--- src/inc/tms_pkg.sv ---
/*
  Shared constants of the 16-bit timer mode sequencer: register map,
  control field positions, waveform modes, output actions, fixed TOP
  values and AXI4-Lite response codes.
  Assumes a single system clock; the timer clock is an enable from the
  prescaler, never a clock of its own.
*/
package tms_pkg;

  localparam int CNT_W = 16;
  localparam int CH_N = 3;

  // Register byte offsets
  localparam logic [7:0] OFS_CTRL = 8'h00;
  localparam logic [7:0] OFS_COUNT = 8'h04;
  localparam logic [7:0] OFS_CMPA = 8'h08;
  localparam logic [7:0] OFS_CMPB = 8'h0c;
  localparam logic [7:0] OFS_CMPC = 8'h10;
  localparam logic [7:0] OFS_CAPTOP = 8'h14;
  localparam logic [7:0] OFS_FLAGS = 8'h18;
  localparam logic [7:0] OFS_STATUS = 8'h1c;

  // Control register fields
  localparam int CTRL_MODE_POS = 0;
  localparam int CTRL_ACT_POS = 4;
  localparam int CTRL_CS_POS = 10;
  localparam int CTRL_DIR_POS = 13;
  localparam logic [15:0] CTRL_RESET = 16'h0000;
  localparam logic [15:0] CTRL_MASK = 16'hffff;

  // Flag register bits; compare flags sit at FLG_CMP_POS + channel
  localparam int FLG_OVF_POS = 0;
  localparam int FLG_CMP_POS = 1;
  localparam int FLG_CAP_POS = 4;
  localparam int FLG_W = 5;

  // Status register fields
  localparam int STAT_WAVE_POS = 0;
  localparam int STAT_TOP_POS = 3;

  // Waveform modes in scope
  localparam logic [3:0] MODE_NORMAL = 4'h0;
  localparam logic [3:0] MODE_CLR_CMPA = 4'h4;
  localparam logic [3:0] MODE_FAST_8 = 4'h5;
  localparam logic [3:0] MODE_FAST_9 = 4'h6;
  localparam logic [3:0] MODE_FAST_10 = 4'h7;
  localparam logic [3:0] MODE_CLR_CAP = 4'hc;
  localparam logic [3:0] MODE_FAST_CAP = 4'he;
  localparam logic [3:0] MODE_FAST_CMPA = 4'hf;

  // Output actions
  localparam logic [1:0] ACT_NONE = 2'h0;
  localparam logic [1:0] ACT_TOGGLE = 2'h1;
  localparam logic [1:0] ACT_CLEAR = 2'h2;
  localparam logic [1:0] ACT_SET = 2'h3;

  // Counter limits and fixed TOP values
  localparam logic [15:0] CNT_MAX = 16'hffff;
  localparam logic [15:0] CNT_BOTTOM = 16'h0000;
  localparam logic [15:0] TOP_8BIT = 16'h00ff;
  localparam logic [15:0] TOP_9BIT = 16'h01ff;
  localparam logic [15:0] TOP_10BIT = 16'h03ff;

  // Prescaler select codes and divide counts
  localparam logic [2:0] CS_STOP = 3'h0;
  localparam logic [2:0] CS_DIV1 = 3'h1;
  localparam logic [2:0] CS_DIV8 = 3'h2;
  localparam logic [2:0] CS_DIV64 = 3'h3;
  localparam logic [2:0] CS_DIV256 = 3'h4;
  localparam logic [2:0] CS_DIV1024 = 3'h5;
  localparam logic [9:0] DIV8_LAST = 10'h007;
  localparam logic [9:0] DIV64_LAST = 10'h03f;
  localparam logic [9:0] DIV256_LAST = 10'h0ff;
  localparam logic [9:0] DIV1024_LAST = 10'h3ff;

  // AXI4-Lite responses
  localparam logic [1:0] RESP_OKAY = 2'h0;
  localparam logic [1:0] RESP_SLVERR = 2'h2;

endpackage

--- src/verilog/tms_timer16.sv ---
/*
  16-bit timer mode sequencer top: AXI4-Lite register slave, counter
  with normal, clear-on-compare and single-slope PWM sequencing, flags
  and three compare outputs toward pins.
  Assumes one system clock; the service inputs come from an interrupt
  controller on the same clock.
*/
// The AXI4-Lite interface to the registers and the register offsets were chosen for this implementation.
`timescale 1ns/100ps
module tms_timer16 import tms_pkg::*; #(
  parameter int ADDR_W = 8
) (
  input wire logic clk_sys_i,
  input wire logic rst_n_i,
  input wire logic [ADDR_W-1:0] s_axi_awaddr,
  input wire logic s_axi_awvalid,
  output logic s_axi_awready,
  input wire logic [31:0] s_axi_wdata,
  input wire logic [3:0] s_axi_wstrb,
  input wire logic s_axi_wvalid,
  output logic s_axi_wready,
  output logic [1:0] s_axi_bresp,
  output logic s_axi_bvalid,
  input wire logic s_axi_bready,
  input wire logic [ADDR_W-1:0] s_axi_araddr,
  input wire logic s_axi_arvalid,
  output logic s_axi_arready,
  output logic [31:0] s_axi_rdata,
  output logic [1:0] s_axi_rresp,
  output logic s_axi_rvalid,
  input wire logic s_axi_rready,
  input wire logic overflow_serviced_i,
  input wire logic [CH_N-1:0] compare_serviced_i,
  input wire logic capture_serviced_i,
  output logic [CH_N-1:0] wave_output_o,
  output logic [CH_N-1:0] wave_output_oe_o
);

  // Offset decode shared by the read and the write path
  function automatic logic addr_ok(input logic [ADDR_W-1:0] a);
    addr_ok = (a[1:0] == 2'h0) && (a <= ADDR_W'(OFS_STATUS));
  endfunction

  function automatic logic addr_is(input logic [ADDR_W-1:0] a, input logic [7:0] ofs);
    addr_is = (a == ADDR_W'(ofs));
  endfunction

  // Byte-lane merge of a 16-bit register
  function automatic logic [15:0] merge16(input logic [15:0] old, input logic [31:0] d,
                                          input logic [3:0] s);
    merge16 = {s[1] ? d[15:8] : old[15:8], s[0] ? d[7:0] : old[7:0]};
  endfunction

  // Mask of the live compare bits under a fixed TOP
  function automatic logic [15:0] res_mask(input logic [3:0] m);
    case (m)
      MODE_FAST_8: res_mask = TOP_8BIT;
      MODE_FAST_9: res_mask = TOP_9BIT;
      MODE_FAST_10: res_mask = TOP_10BIT;
      default: res_mask = CNT_MAX;
    endcase
  endfunction

  // AXI4-Lite write channel state
  logic aw_have_q;
  logic w_have_q;
  logic [ADDR_W-1:0] awaddr_q;
  logic [31:0] wdata_q;
  logic [3:0] wstrb_q;
  logic bvalid_q;
  logic [1:0] bresp_q;
  // AXI4-Lite read channel state
  logic rvalid_q;
  logic [1:0] rresp_q;
  logic [31:0] rdata_q;
  logic [31:0] rdata_d;

  // Registers and timer state
  logic [15:0] ctrl_q;
  logic [15:0] count_q;
  logic [15:0] count_d;
  logic [15:0] captop_q;
  logic [FLG_W-1:0] flags_q;
  logic [FLG_W-1:0] flags_d;
  logic block_q;

  // Decoded wires
  logic wr_fire;
  logic wr_ok;
  logic ar_fire;
  logic tick_w;
  logic [3:0] mode_w;
  logic [2:0] cs_w;
  logic [CH_N-1:0] dir_w;
  logic is_clr_cmp_w;
  logic is_fast_w;
  logic top_is_cap_w;
  logic top_is_cmpa_w;
  logic [15:0] top_w;
  logic at_top_w;
  logic top_hit_w;
  logic ovf_set_w;
  logic count_wr_w;
  logic ctrl_wr_w;
  logic captop_wr_w;
  logic flags_wr_w;
  logic [15:0] mask_w;
  logic [FLG_W-1:0] flg_set_w;
  logic [FLG_W-1:0] flg_clr_w;
  logic [CH_N-1:0] cmp_wr_w;
  logic [CH_N-1:0] match_w;
  logic [CH_N-1:0] wave_w;
  logic [15:0] active_w [CH_N];
  logic [15:0] buffer_w [CH_N];
  logic [15:0] status_w;

  // Bus handshakes: address and data are taken in either order
  assign s_axi_awready = !aw_have_q;
  assign s_axi_wready = !w_have_q;
  assign s_axi_arready = !rvalid_q;
  // A half taken while a response stands waits here until bready frees it
  assign wr_fire = aw_have_q && w_have_q && !bvalid_q;
  assign ar_fire = s_axi_arvalid && !rvalid_q;
  assign wr_ok = addr_ok(awaddr_q);

  assign ctrl_wr_w = wr_fire && addr_is(awaddr_q, OFS_CTRL);
  assign count_wr_w = wr_fire && addr_is(awaddr_q, OFS_COUNT);
  assign captop_wr_w = wr_fire && addr_is(awaddr_q, OFS_CAPTOP);
  assign flags_wr_w = wr_fire && addr_is(awaddr_q, OFS_FLAGS);

  // Control fields
  assign mode_w = ctrl_q[CTRL_MODE_POS +: 4];
  assign cs_w = ctrl_q[CTRL_CS_POS +: 3];
  assign dir_w = ctrl_q[CTRL_DIR_POS +: CH_N];

  // Sequence decode from the mode field alone
  assign is_clr_cmp_w = (mode_w == MODE_CLR_CMPA) || (mode_w == MODE_CLR_CAP);
  assign is_fast_w = (mode_w == MODE_FAST_8) || (mode_w == MODE_FAST_9) ||
                     (mode_w == MODE_FAST_10) || (mode_w == MODE_FAST_CAP) ||
                     (mode_w == MODE_FAST_CMPA);
  assign top_is_cap_w = (mode_w == MODE_CLR_CAP) || (mode_w == MODE_FAST_CAP);
  assign top_is_cmpa_w = (mode_w == MODE_CLR_CMPA) || (mode_w == MODE_FAST_CMPA);
  assign mask_w = res_mask(mode_w);

  // TOP source; capture and mode 4 compare A TOPs are read live, so a low write there is simply missed
  assign top_w = top_is_cap_w ? captop_q :
                 top_is_cmpa_w ? active_w[0] :
                 (mode_w == MODE_FAST_8) ? TOP_8BIT :
                 (mode_w == MODE_FAST_9) ? TOP_9BIT :
                 (mode_w == MODE_FAST_10) ? TOP_10BIT : CNT_MAX;
  assign at_top_w = (is_clr_cmp_w || is_fast_w) && (count_q == top_w);
  // A count write hides the TOP match in the next timer cycle as well
  assign top_hit_w = tick_w && !block_q && at_top_w;

  // Counter: written value wins over counting
  always_comb begin
    count_d = count_q;
    if (count_wr_w) begin
      count_d = merge16(count_q, wdata_q, wstrb_q);
    end else if (tick_w) begin
      if (top_hit_w) begin
        count_d = CNT_BOTTOM;
      end else begin
        count_d = count_q + 16'h0001;
      end
    end
  end

  // Overflow: wrap to zero outside PWM, arrival at TOP inside it
  assign ovf_set_w = is_fast_w ? top_hit_w :
                     (tick_w && count_q == CNT_MAX);

  always_comb begin
    flg_set_w = '0;
    flg_set_w[FLG_OVF_POS] = ovf_set_w;
    flg_set_w[FLG_CMP_POS +: CH_N] = match_w;
    flg_set_w[FLG_CAP_POS] = top_hit_w && top_is_cap_w;
  end

  // Clear by write-one or by interrupt service; a new set wins
  always_comb begin
    flg_clr_w = '0;
    if (flags_wr_w && wstrb_q[0]) begin
      flg_clr_w = wdata_q[FLG_W-1:0];
    end
    flg_clr_w[FLG_OVF_POS] = flg_clr_w[FLG_OVF_POS] || overflow_serviced_i;
    flg_clr_w[FLG_CMP_POS +: CH_N] = flg_clr_w[FLG_CMP_POS +: CH_N] | compare_serviced_i;
    flg_clr_w[FLG_CAP_POS] = flg_clr_w[FLG_CAP_POS] || capture_serviced_i;
  end
  assign flags_d = (flags_q & ~flg_clr_w) | flg_set_w;

  tms_prescaler u_presc (
    .clk_sys_i(clk_sys_i),
    .rst_n_i(rst_n_i),
    .clk_sel_i(cs_w),
    .tick_o(tick_w)
  );

  genvar gi;
  generate
    for (gi = 0; gi < CH_N; gi++) begin : g_ch
      logic [15:0] cmp_data_w;
      assign cmp_wr_w[gi] = wr_fire && addr_is(awaddr_q, OFS_CMPA + 8'(4 * gi));
      // Masked at write time only, so a value written before a mode change keeps its high bits
      assign cmp_data_w = merge16(buffer_w[gi], wdata_q, wstrb_q) & mask_w;
      tms_compare_ch u_ch (
        .clk_sys_i(clk_sys_i),
        .rst_n_i(rst_n_i),
        .tick_i(tick_w),
        .block_i(block_q),
        .count_i(count_q),
        .wr_i(cmp_wr_w[gi]),
        .wr_data_i(cmp_data_w),
        .pwm_i(is_fast_w),
        .top_hit_i(top_hit_w),
        .toggle_ok_i((gi == 0) && (mode_w == MODE_FAST_CMPA)),
        .action_i(ctrl_q[CTRL_ACT_POS + 2 * gi +: 2]),
        .active_o(active_w[gi]),
        .buffer_o(buffer_w[gi]),
        .match_o(match_w[gi]),
        .wave_o(wave_w[gi])
      );
    end
  endgenerate

  // The TOP bit reads zero in modes that have no TOP
  assign status_w = {12'h000, at_top_w, wave_w};

  // Read mux; compare reads return the buffered value, masked to the mode's resolution when written
  always_comb begin
    rdata_d = 32'h0000_0000;
    if (addr_is(s_axi_araddr, OFS_CTRL)) rdata_d[15:0] = ctrl_q;
    if (addr_is(s_axi_araddr, OFS_COUNT)) rdata_d[15:0] = count_q;
    if (addr_is(s_axi_araddr, OFS_CMPA)) rdata_d[15:0] = buffer_w[0];
    if (addr_is(s_axi_araddr, OFS_CMPB)) rdata_d[15:0] = buffer_w[1];
    if (addr_is(s_axi_araddr, OFS_CMPC)) rdata_d[15:0] = buffer_w[2];
    if (addr_is(s_axi_araddr, OFS_CAPTOP)) rdata_d[15:0] = captop_q;
    if (addr_is(s_axi_araddr, OFS_FLAGS)) rdata_d[FLG_W-1:0] = flags_q;
    if (addr_is(s_axi_araddr, OFS_STATUS)) rdata_d[15:0] = status_w;
  end

  always_ff @(posedge clk_sys_i) begin
    if (!rst_n_i) begin
      aw_have_q <= 1'b0;
      w_have_q <= 1'b0;
      awaddr_q <= '0;
      wdata_q <= 32'h0000_0000;
      wstrb_q <= 4'h0;
      bvalid_q <= 1'b0;
      bresp_q <= RESP_OKAY;
    end else begin
      if (s_axi_awvalid && !aw_have_q) begin
        aw_have_q <= 1'b1;
        awaddr_q <= s_axi_awaddr;
      end else if (wr_fire) begin
        aw_have_q <= 1'b0;
      end
      if (s_axi_wvalid && !w_have_q) begin
        w_have_q <= 1'b1;
        wdata_q <= s_axi_wdata;
        wstrb_q <= s_axi_wstrb;
      end else if (wr_fire) begin
        w_have_q <= 1'b0;
      end
      if (wr_fire) begin
        bvalid_q <= 1'b1;
        bresp_q <= wr_ok ? RESP_OKAY : RESP_SLVERR;
      end else if (s_axi_bready) begin
        bvalid_q <= 1'b0;
      end
    end
  end

  always_ff @(posedge clk_sys_i) begin
    if (!rst_n_i) begin
      rvalid_q <= 1'b0;
      rresp_q <= RESP_OKAY;
      rdata_q <= 32'h0000_0000;
    // Data is captured with the address so it stands unchanged while rvalid waits
    end else if (ar_fire) begin
      rvalid_q <= 1'b1;
      rresp_q <= addr_ok(s_axi_araddr) ? RESP_OKAY : RESP_SLVERR;
      rdata_q <= rdata_d;
    end else if (s_axi_rready) begin
      rvalid_q <= 1'b0;
    end
  end

  always_ff @(posedge clk_sys_i) begin
    if (!rst_n_i) begin
      ctrl_q <= CTRL_RESET;
      count_q <= CNT_BOTTOM;
      captop_q <= 16'h0000;
      flags_q <= '0;
      block_q <= 1'b0;
    end else begin
      count_q <= count_d;
      flags_q <= flags_d;
      if (ctrl_wr_w) begin
        ctrl_q <= merge16(ctrl_q, wdata_q, wstrb_q) & CTRL_MASK;
      end
      if (captop_wr_w) begin
        captop_q <= merge16(captop_q, wdata_q, wstrb_q);
      end
      // Held over a stopped prescaler so the first tick after a write is still blocked
      if (count_wr_w) begin
        block_q <= 1'b1;
      end else if (tick_w) begin
        block_q <= 1'b0;
      end
    end
  end

  assign s_axi_bvalid = bvalid_q;
  assign s_axi_bresp = bresp_q;
  assign s_axi_rvalid = rvalid_q;
  assign s_axi_rresp = rresp_q;
  assign s_axi_rdata = rdata_q;
  assign wave_output_o = wave_w;
  assign wave_output_oe_o = dir_w;

endmodule // tms_timer16

--- src/verilog/tms_prescaler.sv ---
/*
  Prescaler for the timer: turns the system clock into a one-cycle
  timer tick every 1, 8, 64, 256 or 1024 clocks, or none when stopped.
  Assumes the select code comes from logic on the same clock.
*/
`timescale 1ns/100ps
module tms_prescaler import tms_pkg::*; (
  input wire logic clk_sys_i,
  input wire logic rst_n_i,
  input wire logic [2:0] clk_sel_i,
  output logic tick_o
);

  logic [9:0] div_q;
  logic [9:0] div_d;
  logic [9:0] last_w;
  logic run_w;
  logic wrap_w;

  assign last_w = (clk_sel_i == CS_DIV8) ? DIV8_LAST :
                  (clk_sel_i == CS_DIV64) ? DIV64_LAST :
                  (clk_sel_i == CS_DIV256) ? DIV256_LAST :
                  (clk_sel_i == CS_DIV1024) ? DIV1024_LAST : 10'h000;
  assign run_w = (clk_sel_i != CS_STOP) && (clk_sel_i <= CS_DIV1024);
  // A select change that lowers the limit below the count still ends the period
  assign wrap_w = div_q >= last_w;
  assign div_d = (!run_w || wrap_w) ? 10'h000 : div_q + 10'h001;
  assign tick_o = run_w && wrap_w;

  always_ff @(posedge clk_sys_i) begin
    if (!rst_n_i) begin
      div_q <= 10'h000;
    end else begin
      div_q <= div_d;
    end
  end

endmodule // tms_prescaler

--- src/verilog/tms_compare_ch.sv ---
/*
  One compare channel: buffered compare value, match detection and the
  output waveform state.
  Assumes the parent gives it timer ticks, the TOP event and the mode
  decode on the same clock.
*/
`timescale 1ns/100ps
module tms_compare_ch import tms_pkg::*; (
  input wire logic clk_sys_i,
  input wire logic rst_n_i,
  input wire logic tick_i,
  input wire logic block_i,
  input wire logic [15:0] count_i,
  input wire logic wr_i,
  input wire logic [15:0] wr_data_i,
  input wire logic pwm_i,
  input wire logic top_hit_i,
  input wire logic toggle_ok_i,
  input wire logic [1:0] action_i,
  output logic [15:0] active_o,
  output logic [15:0] buffer_o,
  output logic match_o,
  output logic wave_o
);

  logic [15:0] active_q;
  logic [15:0] buf_q;
  logic wave_q;
  logic wave_d;
  logic upd_w;

  assign match_o = tick_i && !block_i && (count_i == active_q);
  // Buffered copy lands with the counter clear at TOP
  assign upd_w = pwm_i && top_hit_i;

  always_comb begin
    wave_d = wave_q;
    if (pwm_i) begin
      if (top_hit_i && action_i == ACT_CLEAR) wave_d = 1'b0;
      if (top_hit_i && action_i == ACT_SET) wave_d = 1'b1;
      // Match beats TOP so a compare equal to TOP gives a steady level
      if (match_o && action_i == ACT_CLEAR) wave_d = 1'b1;
      if (match_o && action_i == ACT_SET) wave_d = 1'b0;
      if (match_o && action_i == ACT_TOGGLE && toggle_ok_i) wave_d = !wave_q;
    end else if (match_o) begin
      case (action_i)
        ACT_TOGGLE: wave_d = !wave_q;
        ACT_CLEAR: wave_d = 1'b0;
        ACT_SET: wave_d = 1'b1;
        default: wave_d = wave_q;
      endcase
    end
  end

  always_ff @(posedge clk_sys_i) begin
    if (!rst_n_i) begin
      buf_q <= 16'h0000;
      active_q <= 16'h0000;
      wave_q <= 1'b0;
    end else begin
      wave_q <= wave_d;
      if (wr_i) begin
        buf_q <= wr_data_i;
      end
      if (wr_i && !pwm_i) begin
        active_q <= wr_data_i;
      end else if (upd_w) begin
        active_q <= buf_q;
      end
    end
  end

  assign active_o = active_q;
  assign buffer_o = buf_q;
  assign wave_o = wave_q;

endmodule // tms_compare_ch

--- config.mk ---
export PLATFORM = sky130hd
export DESIGN_NAME = tms_timer16
export DESIGN_NICKNAME = d
export VERILOG_FILES = /design/src/inc/tms_pkg.sv /design/src/verilog/tms_timer16.sv /design/src/verilog/tms_prescaler.sv /design/src/verilog/tms_compare_ch.sv
export SDC_FILE = /design/constraint.sdc
export NUM_CORES = 1
export LEC_CHECK = 0
export BUFFER_PORTS_ARGS = -buffer_cell sky130_fd_sc_hd__buf_4
export CORE_MARGIN = 4
export CORE_UTILIZATION = 31
export DETAILED_ROUTE_END_ITERATION = 8
export SLEW_MARGIN = 20
export SYNTH_ARGS = -nofsm -noshare
export SYNTH_HDL_FRONTEND = slang
export SYNTH_SLANG_ARGS = --single-unit
--- constraint.sdc ---
create_clock -name clk_sys_i -period 4.4 [get_ports clk_sys_i]
set_clock_uncertainty 0.2 [all_clocks]
set_input_delay 0.66 -clock clk_sys_i [delete_from_list [all_inputs] [get_ports clk_sys_i]]
set_output_delay 0.66 -clock clk_sys_i [all_outputs]
set_load 0.01 [all_outputs]
# Yosys cells after proc, flatten, opt, wreduce, memory -nomap -nowiden
# Index checks and enable logic that the tools add are counted.
[word_totals] register_bits=213 output_inout_bits=47 wordCells=248 inputBits=64
[classes] n_reduce_logical=93 muxes=70 n_lt_le_gt_ge=4 n_addsub=2 bitwise=8 eq_ne=43
[op_table] cell="$mux 16" n=21
[op_table] cell="$eq 16x16->1" n=4
[op_table] cell="$mux 8" n=8
[op_table] cell="$eq 8x5->1 const B" n=7
[op_table] cell="$and 16x16->16" n=3
[op_table] cell="$pmux 16 s3" n=1
[op_table] cell="$logic_and 1x1->1" n=43
[op_table] cell="$mux 10" n=4
[op_table] cell="$eq 8x4->1 const B" n=4
[op_table] cell="$mux 1" n=29
[op_table] cell="$reduce_bool 2->1" n=11
[op_table] cell="$add 16x1->16 const B" n=1
[op_table] cell="$eq 16x16->1 const B" n=1
[op_table] cell="$eq 4x3->1 const B" n=4
[op_table] cell="$eq 8x3->1 const B" n=2
[op_table] cell="$le 8x5->1 const B" n=2
[op_table] cell="$logic_not 8->1" n=2
[op_table] cell="$eq 2x2->1 const B" n=6
[op_table] cell="$eq 4x4->1 const B" n=3
[op_table] cell="$reduce_and 2->1" n=6
[op_table] cell="$reduce_bool 4->1" n=3
[op_table] cell="$logic_or 1x1->1" n=11
[op_table] cell="$add 10x1->10 const B" n=1
[op_table] cell="$ge 10x10->1" n=1
[op_table] cell="20 further kinds" n=42

# Depth between registers and ports, before layout
# Gate-level depths: netlist (run 1).
[depth] word_depth=16 depth_mapped=14 ltp_nobuf=12

# Modules after synthesis
# From an unflattened synthesis (run 1), not the netlist that was laid out.
[unflattened] cells_unflattened=1498 area_unflattened_um2=12243.0
[by_module_without_submodules] module="tms_timer16" area_each_um2=6515.0 cells_each=870 seq_area_each_um2=2042.0 n_inst=1
[by_module_without_submodules] module="tms_compare_ch" area_each_um2=1654.1 cells_each=184 seq_area_each_um2=660.6 n_inst=3
[by_module_without_submodules] module="tms_prescaler" area_each_um2=765.7 cells_each=76 seq_area_each_um2=200.2 n_inst=1

# Worst setup path before layout (run 1)
# No wires, ideal clock.
[synth_timing] path_kind="register -> register" from="register ctrl_q[12]" to="register count_q[1]" slack_ns=1.151 arrival_time_ns=2.954 period_less_slack_ns=3.249 setup_time_ns=0.095 path_buffers=1 required_ns=4.105 stages_incl_launch_ff=12 cell_sequence="dfxtp_1 nor2b_1 or2_2 ha_1 or3b_2 o2111ai_1 a31oi_1 o21bai_1 nand2b_1 clkbuf_1 o21ai_0 a221oi_1"
[synth_between] elab_chain_len=12
[synth_rtl] element="from (decl)" line="tms_timer16.sv:79" rtl="logic [15:0] ctrl_q;"
[synth_rtl] element="from (signal assigned)" line="tms_timer16.sv:300" rtl="ctrl_q <= merge16(ctrl_q, wdata_q, wstrb_q) & CTRL_MASK;"
[synth_rtl] element="$eq 3x3->1" line="tms_prescaler.sv:23" rtl="(clk_sel_i == CS_DIV1024) ? DIV1024_LAST : 10'h000;"
[synth_rtl] element="$mux 10" line="tms_prescaler.sv:23"
[synth_rtl] element="$mux 10" line="tms_prescaler.sv:22" rtl="(clk_sel_i == CS_DIV256) ? DIV256_LAST :"
[synth_rtl] element="$mux 10" line="tms_prescaler.sv:21" rtl="(clk_sel_i == CS_DIV64) ? DIV64_LAST :"
[synth_rtl] element="$mux 10" line="tms_prescaler.sv:20" rtl="assign last_w = (clk_sel_i == CS_DIV8) ? DIV8_LAST :"
[synth_rtl] element="$ge 10x10->1" line="tms_prescaler.sv:26" rtl="assign wrap_w = div_q >= last_w;"
[synth_rtl] element="$logic_and 1x1->1 (*)" line="tms_prescaler.sv:28" rtl="assign tick_o = run_w && wrap_w;"
[synth_rtl] element="$logic_and 1x1->1 (2 in series)" line="tms_timer16.sv:153" rtl="assign top_hit_w = tick_w && !block_q && at_top_w;"
[synth_rtl] element="$mux 16" line="tms_timer16.sv:161" rtl="if (top_hit_w) begin"
[synth_rtl] element="$mux 16" line="tms_timer16.sv:160" rtl="end else if (tick_w) begin"
[synth_rtl] element="$mux 16" line="tms_timer16.sv:158" rtl="if (count_wr_w) begin"
[synth_rtl] element="to (signal assigned)" line="tms_timer16.sv:297" rtl="count_q <= count_d;"
[synth_rtl] element="to (decl)" line="tms_timer16.sv:80" rtl="logic [15:0] count_q;"
# Every way passes the cells marked *; elsewhere a longest branch is shown, timed or not. The select of a mux whose other input is x is not followed.
# A chain may end at the register's enable or synchronous reset.

# Final worst setup path (run 1)
[layout_timing] from="register ctrl_q[1]" to="register g_ch[2].u_ch.active_q[13]"
[layout_between] elab_chain_len=11
[layout_rtl] element="$eq 4x3->1" line="tms_timer16.sv:56, tms_timer16.sv:139, tms_timer16.sv:150"
[layout_rtl] element="$mux 16" line="tms_timer16.sv:150" rtl="(mode_w == MODE_FAST_10) ? TOP_10BIT : CNT_MAX;"
[layout_rtl] element="$mux 16" line="tms_timer16.sv:149" rtl="(mode_w == MODE_FAST_9) ? TOP_9BIT :"
[layout_rtl] element="$mux 16" line="tms_timer16.sv:148" rtl="(mode_w == MODE_FAST_8) ? TOP_8BIT :"
[layout_rtl] element="$mux 16" line="tms_timer16.sv:147" rtl="top_is_cmpa_w ? active_w[0] :"
[layout_rtl] element="$mux 16" line="tms_timer16.sv:146" rtl="assign top_w = top_is_cap_w ? captop_q :"
[layout_rtl] element="$eq 16x16->1" line="tms_timer16.sv:151" rtl="assign at_top_w = (is_clr_cmp_w || is_fast_w) && (count_q == top_w);"
[layout_rtl] element="$logic_and 1x1->1" line="tms_timer16.sv:151"
[layout_rtl] element="$logic_and 1x1->1" line="tms_timer16.sv:153"
[layout_rtl] element="$logic_and 1x1->1" line="tms_compare_ch.sv:34" rtl="assign upd_w = pwm_i && top_hit_i;"
[layout_rtl] element="$reduce_bool 2->1 (no source line)"
[layout_rtl] element="to (signal assigned)" line="tms_compare_ch.sv:66" rtl="active_q <= wr_data_i;"
[layout_rtl] element="to (signal assigned)" line="tms_compare_ch.sv:68" rtl="active_q <= buf_q;"
[layout_rtl] element="to (decl)" line="tms_compare_ch.sv:26" rtl="logic [15:0] active_q;"
# Several ways; a longest one is shown, not always the timed one.

==> summary.md, run 1 <==
| Metric | Value |
|---|---|
| Status | `completed` |
| Fin. Hold Viols | `0` |
| Setup Viol. Count Final | `0` |
| Maximum vdd drop | `0.000282 V` |
| Sw Pwr | `~0.0011 W` |
| CTS sink cnt | `211` |
| Leakage | `between 5 and 6 nW` |
| Critical path launch point type | `register` |
| Required time of the critical path | `4620 ps` |
| Nets@finish | `between 1500 and 2000` |
| Largest net degree at the start of global routing | `76` |
| Synth warnings | `0` |
| Final Slew Violations | `0` |
| Max-cap violation count | `0` |
| Die Wd | `202 µm` |
| Postcts setup bufs | `0` |
| Seq cells post-synth | `roughly 210` |
| Yosys top cell by area | `dfxtp_1` |
| Top cells by count, synth | `211 x dfxtp_1, 189 x nand2_1, 126 x a21oi_1, 109 x nor2_1, 92 x clkbuf_1` |
| CP arrival | `3960 ps` |
| WL/cell | `around 21 µm` |
| TritonCTS Buffers | `24` |
| Top post-synthesis cells by area | `dfxtp_1 36%, nand2_1 6.1%, a21oi_1 5.4%` |
| DP Area | `12600 µm²` |
| Clock Tree Buf Depth | `3` |
| Min-Delay Path Class | `in -> reg` |
| FP Rows | `70` |
| Worst path buffer plus inverter count | `2` |
| Vias/cell | `about 5.6` |
| EDFF count, synth | `0` |
| First-pass GRT wire length | `between 60000 and 70000 µm` |
| Share of total power in the clock network | `between 40% and 50%` |
| H-tree depth | `1` |
| Count leader, synth | `dfxtp_1` |
| Critical Path Fanout Max | `21` |
| Vias in the first global route | `10700` |
| Initial antenna violation count | `0` |
| Starting density of the core | `31.6%` |
| Via count | `11300` |
| Sequential share of the synthesized area | `36.3%` |
| Switching share of power | `24.3%` |
| Fmax achieved | `267 MHz` |
| Overall power consumption | `0.00437 W` |
| Layout cells sized above 1 | `12.5%` |
| Synth top area share | `36.3%` |
| Sequential Power Share | `45.9%` |
| CORE AREA | `36900 µm²` |
| Clk slew on worst S/H paths | `60 ps` |
| Clock Root Buffer | `clkbuf_16` |
| CP top delay family | `flip-flops` |
| Async S/R FF share, synth | `0%` |
| Clock Latency Late Sink | `530 ps` |
| Slew Limit Headroom | `around 33%` |
| Crit Path Class | `reg -> reg` |
| Core Util, Final | `between 30% and 40%` |
| Primary FF master, synth | `dfxtp_1` |
| Final hold slack | `125 ps` |
| Overflow after GRT | `0` |
| Post-Syn Area | `roughly 12000 µm²` |
| TritonCTS clock tree | `built` |
| Area of the die | `40700 µm²` |
| Total GRT Usage | `19.8%` |
| Worst-Margin Slew | `1010 ps` |
| Fin area | `13400 µm²` |
| Synth Instances | `1472` |
| Syn_area_per_cell | `7.91 µm²` |
| Resize count post-CTS | `0` |
| Die height | `202 µm` |
| Logic pwr share | `5.8%` |
| P_int | `0.00331 W` |
| # fillers | `3851` |
| Slowest CP cell | `dfxtp_1` |
| Critical path, cell by cell | `inv_1, mux4_2, xnor2_1, or4_1, a211oi_1, and3_2, buf_4, o21ai_0, o211a_1` |
| DRC violations left | `0` |
| Drt first-iter violations | `approximately 1300` |
| Detailed Route WL | `around 42000 µm` |
| DP HPWL | `between 30000 and 40000 µm` |
| Synth-to-layout area growth | `15.0%` |
| IO Port Bufs | `74` |
| Gp weighted congestion | `0.929` |
| Total power per unit cell area | `326 nW/µm²` |
| Fin Setup TNS | `0 ps` |
| Final min period | `3740 ps` |
| RSZ-0062 raised after global routing | `no` |
| Ant. Diodes | `0` |
| CP max stage delay | `820 ps` |
| Period utilization | `a little under nine tenths` |
| Synth cell types | `82` |
| Detail Route Antenna Nets | `0` |
| Ports | `between 100 and 150` |
| Cts hold-fix bufs | `0` |
| Critical Path End Type | `register` |
| Drt pass-1 iters | `5` |
[through the flow]
step / setup WS [ps] / instances
final: 658 / 2011
after floorplan: 1150 / 1489
after global placement: 763 / 1968
after CTS: 726 / 2011
after detailed placement: 743 / 1968
after global routing: 366 / 2011
[cell usage in the layout (no fill, tap or decap), drive strengths merged, types with 41 or more instances in the layout]
cell / n
nand2: 189
inv: 41
nor2: 110
nand3: 54
o21ai: 83
mux2i: 45
nor3: 47
buf: 113
dfxtp: 211
a21oi: 126
[worst register-to-register path, stage by stage (launching register included)]
cell and delay (ps):
dfxtp_1 820, inv_1 300, mux4_2 560, xnor2_1 160
or4_1 440, a211oi_1 310, and3_2 270, buf_4 280
o21ai_0 170, o211a_1 140
[flip-flops by register name, summed over array words and instances (netlist names)]
register / count
g_ch.u_ch.active_o: 48
g_ch.u_ch.buffer_o: 48
captop_q: 16
count_q: 16
ctrl_q: 16
s_axi_rdata: 16
wdata_q: 16
u_presc.div_q: 10
awaddr_q: 8
flags_q: 5
g_ch.u_ch.wave_o: 3
wstrb_q: 2
aw_have_q: 1
block_q: 1
s_axi_bresp: 1
s_axi_bvalid: 1
s_axi_rresp: 1
s_axi_rvalid: 1
w_have_q: 1
[cells by family after synthesis]
kind of cell               after synthesis  share of synthesized area [%]
muxes                                   51                           4.84
AOI/OAI and AO/OA                      404                           22.6
adders and majority gates               16                           1.72
buffers and inverters                  179                           6.96
and+or+nand+nor                        549                           23.0
xor gates and xnor gates                61                           4.59
DFF                                    211                           36.3
other                                    1                         0.0322
[metal layers]
metal	global-route usage [%]	up-vias	routed length [µm]
met5	0	-	0
met4	7.62	0	1680
met3	2.66	105	3220
met1	27.4	5421	18200
li1	-	5276	-
met2	31.5	529	18900
[power by group through the flow]
stage | Sequential, W | Clock (W) | Combinational [W]
5_1_grt | 0.00201 | 0.00221 | 0.000276
3_3_place_gp | 0.00205 | 0 | 0.000247
3_5_place_dp | 0.00205 | 0 | 0.000250
4_1_cts | 0.00200 | 0.00213 | 0.000251
2_1_floorplan | 0.00201 | 0 | 0.000175
6_report | 0.00201 | 0.00211 | 0.000252
[cell type report]
type	count	area, µm²	area share, %
multi-input cells	1099	6680	49.9
clock buffers	34	729	5.45
flip-flops and latches	211	4220	31.6
repair buffers	113	861	6.43
inverters	41	156	1.17
clock inverters	9	101	0.757
well taps	504	631	4.71
[path summary, 6_finish.rpt]
path / slack, ps / cells past startpoint / endpoint / from
max: 660 / 9 / g_ch[2].u_ch.active_o[13]$_SDFFE_PN0P_ / ctrl_q[1]$_SDFFE_PN0P_
min: 120 / 2 / s_axi_rvalid$_SDFFE_PN0P_ / s_axi_rready
max reg2reg: 660 / 9 / g_ch[2].u_ch.active_o[13]$_SDFFE_PN0P_ / ctrl_q[1]$_SDFFE_PN0P_
min reg2reg: 280 / 2 / g_ch[2].u_ch.buffer_o[7]$_SDFFE_PN0P_ / g_ch[2].u_ch.buffer_o[7]$_SDFFE_PN0P_
Note: power is estimated with default switching activity, not from simulation.
==> inputs of run 2 (changes only) <==
--- a/config.mk
+++ b/config.mk
@@ -5,6 +5,7 @@
 export SDC_FILE = /design/constraint.sdc
 export NUM_CORES = 1
 export LEC_CHECK = 0
+export ABC_AREA = 1
 export BUFFER_PORTS_ARGS = -buffer_cell sky130_fd_sc_hd__buf_4
 export CORE_MARGIN = 4
 export CORE_UTILIZATION = 31
==> summary.md, run 2 <==
| Metric | Value |
|---|---|
| Clock Latency Late Sink | `530 ps (about the same)` |
| Cts hold-fix bufs | `0 (unchanged)` |
| Fmax achieved | `281 MHz (+5.1%)` |
| Die height | `202 µm (about the same)` |
| Maximum vdd drop | `0.000277 V (-2.0%)` |
| Via count | `11800 (+4.5%)` |
| Synth top area share | `36.2% (-0.047 points)` |
| Synth warnings | `0 (unchanged)` |
| Leakage | `5.17 nW (-1.5%)` |
| Critical path launch point type | `register` |
| Overall power consumption | `0.00439 W (+0.47%)` |
| Fin area | `13400 µm² (about the same)` |
| TritonCTS Buffers | `25 (+4.2%)` |
| Slew Limit Headroom | `40.4% (+7.8 points)` |
| TritonCTS clock tree | `built` |
| Max-cap violation count | `0 (unchanged)` |
| Post-Syn Area | `11700 µm² (+0.13%)` |
| Largest net degree at the start of global routing | `60 (-21%)` |
| Critical Path End Type | `register` |
| EDFF count, synth | `0 (unchanged)` |
| DP HPWL | `31300 µm (+3.2%)` |
| Postcts setup bufs | `0 (unchanged)` |
| Detail Route Antenna Nets | `0 (unchanged)` |
| Clock Root Buffer | `clkbuf_16` |
| Area of the die | `40800 µm² (+0.12%)` |
| Initial antenna violation count | `0 (unchanged)` |
| DRC violations left | `0 (unchanged)` |
| Starting density of the core | `31.6% (+0.041 points)` |
| IO Port Bufs | `74 (unchanged)` |
| Crit Path Class | `reg -> reg` |
| Drt pass-1 iters | `6 (+1)` |
| RSZ-0062 raised after global routing | `no` |
| Yosys top cell by area | `dfxtp_1` |
| Top post-synthesis cells by area | `dfxtp_1 36%, nand2_1 9.5%, a21oi_1 8.8%` |
| DP Area | `12500 µm² (about the same)` |
| Clock Tree Buf Depth | `3 (unchanged)` |
| Ant. Diodes | `0 (unchanged)` |
| CORE AREA | `36900 µm² (unchanged)` |
| Fin Setup TNS | `0 ps (unchanged)` |
| Required time of the critical path | `4610 ps (about the same)` |
| Drt first-iter violations | `1215 (-3.0%)` |
| Final min period | `3560 ps (-183 ps)` |
| Most common cell after layout, fill and taps aside | `nand2_1` |
| Final Slew Violations | `0 (unchanged)` |
| Synth-to-layout area growth | `14.7%` |
| Syn_area_per_cell | `6.84 µm² (-14%)` |
| Most frequent cells in the layout | `296 x nand2_1, 211 x dfxtp_1, 204 x a21oi_1` |
| CTS sink cnt | `211 (unchanged)` |
| FP Rows | `70 (unchanged)` |
| Count leader, synth | `nand2_1` |
| CP arrival | `3770 ps (-190 ps)` |
| Vias in the first global route | `10700 (+0.22%)` |
| Detailed Route WL | `41600 µm (-1.2%)` |
| First-pass GRT wire length | `62500 µm (-3.6%)` |
| Critical Path Fanout Max | `26 (+24%)` |
| Async S/R FF share, synth | `0% (unchanged)` |
| Nets@finish | `1818 (+16%)` |
| Min-Delay Path Class | `in -> reg` |
| Synth cell types | `47 (-43%)` |
| Total power per unit cell area | `328 nW/µm² (+0.54%)` |
| Seq cells post-synth | `211 (unchanged)` |
| H-tree depth | `1 (unchanged)` |
| Sequential share of the synthesized area | `36.2% (-0.047 points)` |
| Synth Instances | `1705 (+16%)` |
| Top cells by count, synth | `296 x nand2_1, 211 x dfxtp_1, 204 x a21oi_1, 197 x o21ai_0, 182 x inv_1` |
| Resize count post-CTS | `0 (unchanged)` |
| Gp weighted congestion | `1.02 (+9.4%)` |
| Die Wd | `202 µm (about the same)` |
| Worst-Margin Slew | `893 ps (-115 ps)` |
| Overflow after GRT | `0 (unchanged)` |
| Fin. Hold Viols | `0 (unchanged)` |
| WL/cell | `18.4 µm (-12%)` |
| Setup Viol. Count Final | `0 (unchanged)` |
| Status | `completed` |
| Primary FF master, synth | `dfxtp_1` |
| Layout cells sized above 1 | `11.3% (-1.1 points)` |
| Total GRT Usage | `19.3% (-0.48 points)` |
| Clk slew on worst S/H paths | `60 ps (about the same)` |
| Vias/cell | `5.24 (-6.9%)` |
| Ports | `111 (unchanged)` |
| Period utilization | `80.9% (-4.2 points)` |
## run 2: logic make-up after synthesis
group | Yosys count | share of synthesized area [%]
buffers and inverters | 302 | 11.0
AO/OA/AOI/OAI | 535 | 25.7
XOR/XNOR | 40 | 3.00
other | 1 | 0.0322
adder cells (fa/ha/maj) | 16 | 1.72
flip-flops | 211 | 36.2
AND/OR/NAND/NOR | 600 | 22.3
## run 2: critical path, cell delays in order, from the launching register on
cell	delay, ps
dfxtp_1	340
inv_1	90
nor2_1	210
nand2_1	130
ha_1	330
nand2_1	80
nor2_1	130
o211ai_1	100
nand4_1	120
nand2_1	140
nor2_2	110
buf_4	230
nand3_4	130
inv_6	160
nand2_8	120
nand2_4	290
inv_1	220
o21ai_0	240
nor2_1	60
## run 2: cell type report
| cell class | count | area (µm²) |
|---|---|---|
| clock inverter | 10 | 135 |
| timing repair buffer | 100 | 751 |
| inverter | 191 | 722 |
| multi-input combinational | 1209 | 6220 |
| clock buffer | 33 | 696 |
| sequential | 211 | 4220 |
| tap | 504 | 631 |
| fill | 3882 | 23500 |
## run 2: metal layers
metal / vias up / track usage [%] / share of wire (%)
met3: 78 / 2.89 / 7.2
met2: 481 / 31.9 / 46
met4: 0 / 5.83 / 3.5
met5: - / 0 / 0
li1: 5757 / - / -
met1: 5524 / 26.2 / 43
## run 2: power by group
group / leakage (nW) / switching [W] / internal, W
clock network: 0.408 / 0.000856 / 0.00128
registers: 1.71 / 0.0000421 / 0.00194
logic: 3.05 / 0.000181 / 0.0000878
total: 5.17 / 0.00108 / 0.00331
## run 2: per-stage QoR
stage	utilization, %	setup WS, ps	cells	hold WS (ps)
2_1_floorplan	-	1650	1722	230
3_3_place_gp	34.0	944	2215	246
3_5_place_dp	34.0	867	2215	261
4_1_cts	36.3	845	2258	143
5_1_grt	36.3	541	2258	160
6_report	36.3	841	2258	157
## run 2: worst paths after layout
| check | depth (start not counted) | slack (ps) | startpoint | endpoint |
|---|---|---|---|---|
| setup / recovery | 18 | 840 | ctrl_q[12]$_SDFFE_PN0P_ | g_ch[1].u_ch.active_o[14]$_SDFFE_PN0P_ |
| hold / removal | 3 | 160 | s_axi_wdata[14] | wdata_q[14]$_SDFFE_PN0P_ |
| setup reg to reg | 18 | 840 | ctrl_q[12]$_SDFFE_PN0P_ | g_ch[1].u_ch.active_o[14]$_SDFFE_PN0P_ |
| hold reg to reg | 2 | 270 | s_axi_rdata[2]$_SDFFE_PN0P_ | s_axi_rdata[2]$_SDFFE_PN0P_ |
==> inputs of run 3 (changes only) <==
==> constraint.sdc (replaced) <==
create_clock -name clk_sys_i -period 3.1 [get_ports clk_sys_i]
set_clock_uncertainty 0.2 [all_clocks]
set_input_delay 0.465 -clock clk_sys_i [delete_from_list [all_inputs] [get_ports clk_sys_i]]
set_output_delay 0.465 -clock clk_sys_i [all_outputs]
set_load 0.01 [all_outputs]
==> summary.md, run 3 (synthesis results as in run 2) <==
| Metric | Value |
|---|---|
| Status | `completed` |
| Ant. Diodes | `0 (unchanged)` |
| Logic pwr share | `6.9% (+0.8 points)` |
| Clock Tree Buf Depth | `3 (unchanged)` |
| Overall power consumption | `0.00625 W (+42%)` |
| Reg2reg start | `ctrl_q[12]$_SDFFE_PN0P_` |
| Detail Route Antenna Nets | `0 (unchanged)` |
| RSZ-0062 raised after global routing | `yes` |
| IO Port Bufs | `74 (unchanged)` |
| Fin. Hold Viols | `0 (unchanged)` |
| Vias in the first global route | `11100 (+3.4%)` |
| R2R Setup Slk | `170 ps (-670 ps)` |
| Worst R2R End | `g_ch[1].u_ch.active_o[1]$_SDFFE_PN0P_` |
| Sw Pwr | `0.00156 W (+45%)` |
| Die Wd | `202 µm (unchanged)` |
| Worst Hold Depth | `3 (unchanged)` |
| DP Cell Count | `2293 (+3.5%)` |
| Synth-to-layout area growth | `22.7%` |
| Overflow after GRT | `0 (unchanged)` |
| DP Area | `13200 µm² (+5.1%)` |
| Critical path launch point type | `register` |
| Drt pass-1 iters | `6 (unchanged)` |
| # fillers | `3831 (-1.3%)` |
| Cell Count, Final, Fillers Out | `2358 (+4.4%)` |
| Maximum vdd drop | `0.000357 V (+29%)` |
| Period utilization | `94.5% (+14 points)` |
| Drt first-iter violations | `1021 (-16%)` |
| Detailed Route WL | `43400 µm (+4.4%)` |
| Cells on worst reg2reg path | `18 (unchanged)` |
| DP HPWL | `33400 µm (+6.7%)` |
| Ports | `111 (unchanged)` |
| Fmax achieved | `341 MHz (+22%)` |
| Critical Path Fanout Max | `9 (-65%)` |
| Vias/cell | `5.13 (-2.1%)` |
| Final min period | `2930 ps (-631 ps)` |
| CORE AREA | `36900 µm² (unchanged)` |
| Die height | `202 µm (unchanged)` |
| Slowest CP cell | `dfxtp_2` |
| Layout cells sized above 1 | `16.1% (+4.7 points)` |
| Total GRT Usage | `20.3% (+1.0 points)` |
| Area of the die | `40800 µm² (unchanged)` |
| Nets@finish | `1916 (+5.4%)` |
| CP max stage delay | `340 ps (about the same)` |
| First-pass GRT wire length | `65600 µm (+5.0%)` |
| Critical path, cell by cell | `inv_1, nor2_4, nand2_1, ha_1, buf_4, a21oi_1, o21a_1, nand4_1, nand2_2, nor2_4, buf_12, nand3_4, inv_6, nand2_8, nand2_4, inv_1, o21ai_0, a21oi_1` |
| FP Rows | `70 (unchanged)` |
| H-tree depth | `1 (unchanged)` |
| Most frequent cells in the layout | `295 x nand2_1, 209 x dfxtp_1, 200 x a21oi_1` |
| Fin area | `14300 µm² (+6.9%)` |
| Critical Path End Type | `register` |
| CTS sink cnt | `211 (unchanged)` |
| Min-Delay Endpoint | `awaddr_q[3]$_SDFFE_PN0P_` |
| Total power per unit cell area | `437 nW/µm² (+33%)` |
| Fin Setup TNS | `0 ps (unchanged)` |
| CP arrival | `3180 ps (-590 ps)` |
| Clk slew on worst S/H paths | `60 ps (about the same)` |
| Via count | `12100 (+2.2%)` |
| Worst-Margin Slew | `780 ps (-113 ps)` |
| Initial antenna violation count | `0 (unchanged)` |
| Gp weighted congestion | `0.962 (-5.3%)` |
| Largest net degree at the start of global routing | `153 (+160%)` |
| Share of total power in the clock network | `48.1% (-0.6 points)` |
| Crit Path Class | `reg -> reg` |
| Setup Viol. Count Final | `0 (unchanged)` |
| Most common cell after layout, fill and taps aside | `nand2_1` |
| Final Slew Violations | `0 (unchanged)` |
| Clock Root Buffer | `clkbuf_16` |
| Required time of the critical path | `3350 ps (-1260 ps)` |
| WL/cell | `18.4 µm (about the same)` |
| Max-cap violation count | `0 (unchanged)` |
| TritonCTS Buffers | `25 (unchanged)` |
| Clock Latency Late Sink | `540 ps (about the same)` |
| Switching share of power | `25.0% (+0.44 points)` |
| Sequential Power Share | `45.0% (-0.2 points)` |
| Slew Limit Headroom | `47.9% (+7.6 points)` |
| DRC violations left | `0 (unchanged)` |
| TritonCTS clock tree | `built` |
| P_int | `0.00468 W (+41%)` |
| Min-Delay Path Class | `in -> reg` |
| Worst hold start | `s_axi_awaddr[3]` |
| Starting density of the core | `31.6% (unchanged)` |
| Leakage | `5.66 nW (+9.6%)` |
[run 3: how the worst max path moves through the flow]
| stage | startpoint | to | cells after the start |
|---|---|---|---|
| floorplan | ctrl_q[12]$_SDFFE_PN0P_ | g_ch[0].u_ch.wave_o$_SDFFE_PN0P_ | 17 |
| global placement | ctrl_q[12]$_SDFFE_PN0P_ | g_ch[0].u_ch.wave_o$_SDFFE_PN0P_ | 18 |
| detailed placement | ctrl_q[12]$_SDFFE_PN0P_ | g_ch[0].u_ch.wave_o$_SDFFE_PN0P_ | 18 |
| CTS | ctrl_q[12]$_SDFFE_PN0P_ | g_ch[1].u_ch.wave_o$_SDFFE_PN0P_ | 18 |
| global route | ctrl_q[12]$_SDFFE_PN0P_ | g_ch[1].u_ch.active_o[1]$_SDFFE_PN0P_ | 18 |
| finish | ctrl_q[12]$_SDFFE_PN0P_ | g_ch[1].u_ch.active_o[1]$_SDFFE_PN0P_ | 18 |
[run 3: final cells by class]
type	instances	area (µm²)	share of cell area [%]
Inverter	191	729	5.10
Tap cell	504	631	4.41
Clock inverter	13	134	0.936
Sequential cell	211	4230	29.5
Timing Repair Buffer	198	1600	11.2
Clock buffer	32	702	4.91
Multi-Input combinational cell	1209	6280	43.9
[run 3: routing by layer]
metal | vias to the layer above | global-route usage (%) | share of wire [%]
met4 | 0 | 7.59 | 4.1
met2 | 422 | 32.2 | 45
met1 | 5629 | 28.5 | 44
li1 | 5975 | - | -
met5 | - | 0 | 0
met3 | 73 | 2.41 | 7.6
[run 3: power groups by stage]
stage               logic (W)  registers (W)  clock network (W)
floorplan            0.000256        0.00284                  0
detailed placement   0.000401        0.00287                  0
finish               0.000432        0.00281            0.00300
global route         0.000475        0.00281            0.00317
global placement     0.000398        0.00287                  0
CTS                  0.000424        0.00281            0.00306
[run 3: worst max-delay path: cells and delay by family, from the launching register on]
family | cells | cell delay [ps]
buffers and inverters | 5 | 630
AOI/OAI and AO/OA | 4 | 510
and+or+nand+nor | 8 | 880
DFF | 1 | 340
adders and majority gates | 1 | 300
[run 3: per-stage QoR]
step	util (%)	hold slack, ps	setup WS (ps)
2_1_floorplan	-	230	354
3_3_place_gp	35.8	244	75.5
3_5_place_dp	35.8	260	25.7
4_1_cts	38.6	2.39	9.98
5_1_grt	38.8	25.3	-31.8
6_report	38.8	19.5	171
[run 3: what timing repair did]
action,in CTS,in global routing
endpoints found under the hold margin,20,0
pin swaps,0,4
gates resized for setup,3,27
setup buffers,0,0
setup endpoints to repair,3,68
hold buffers,20,0
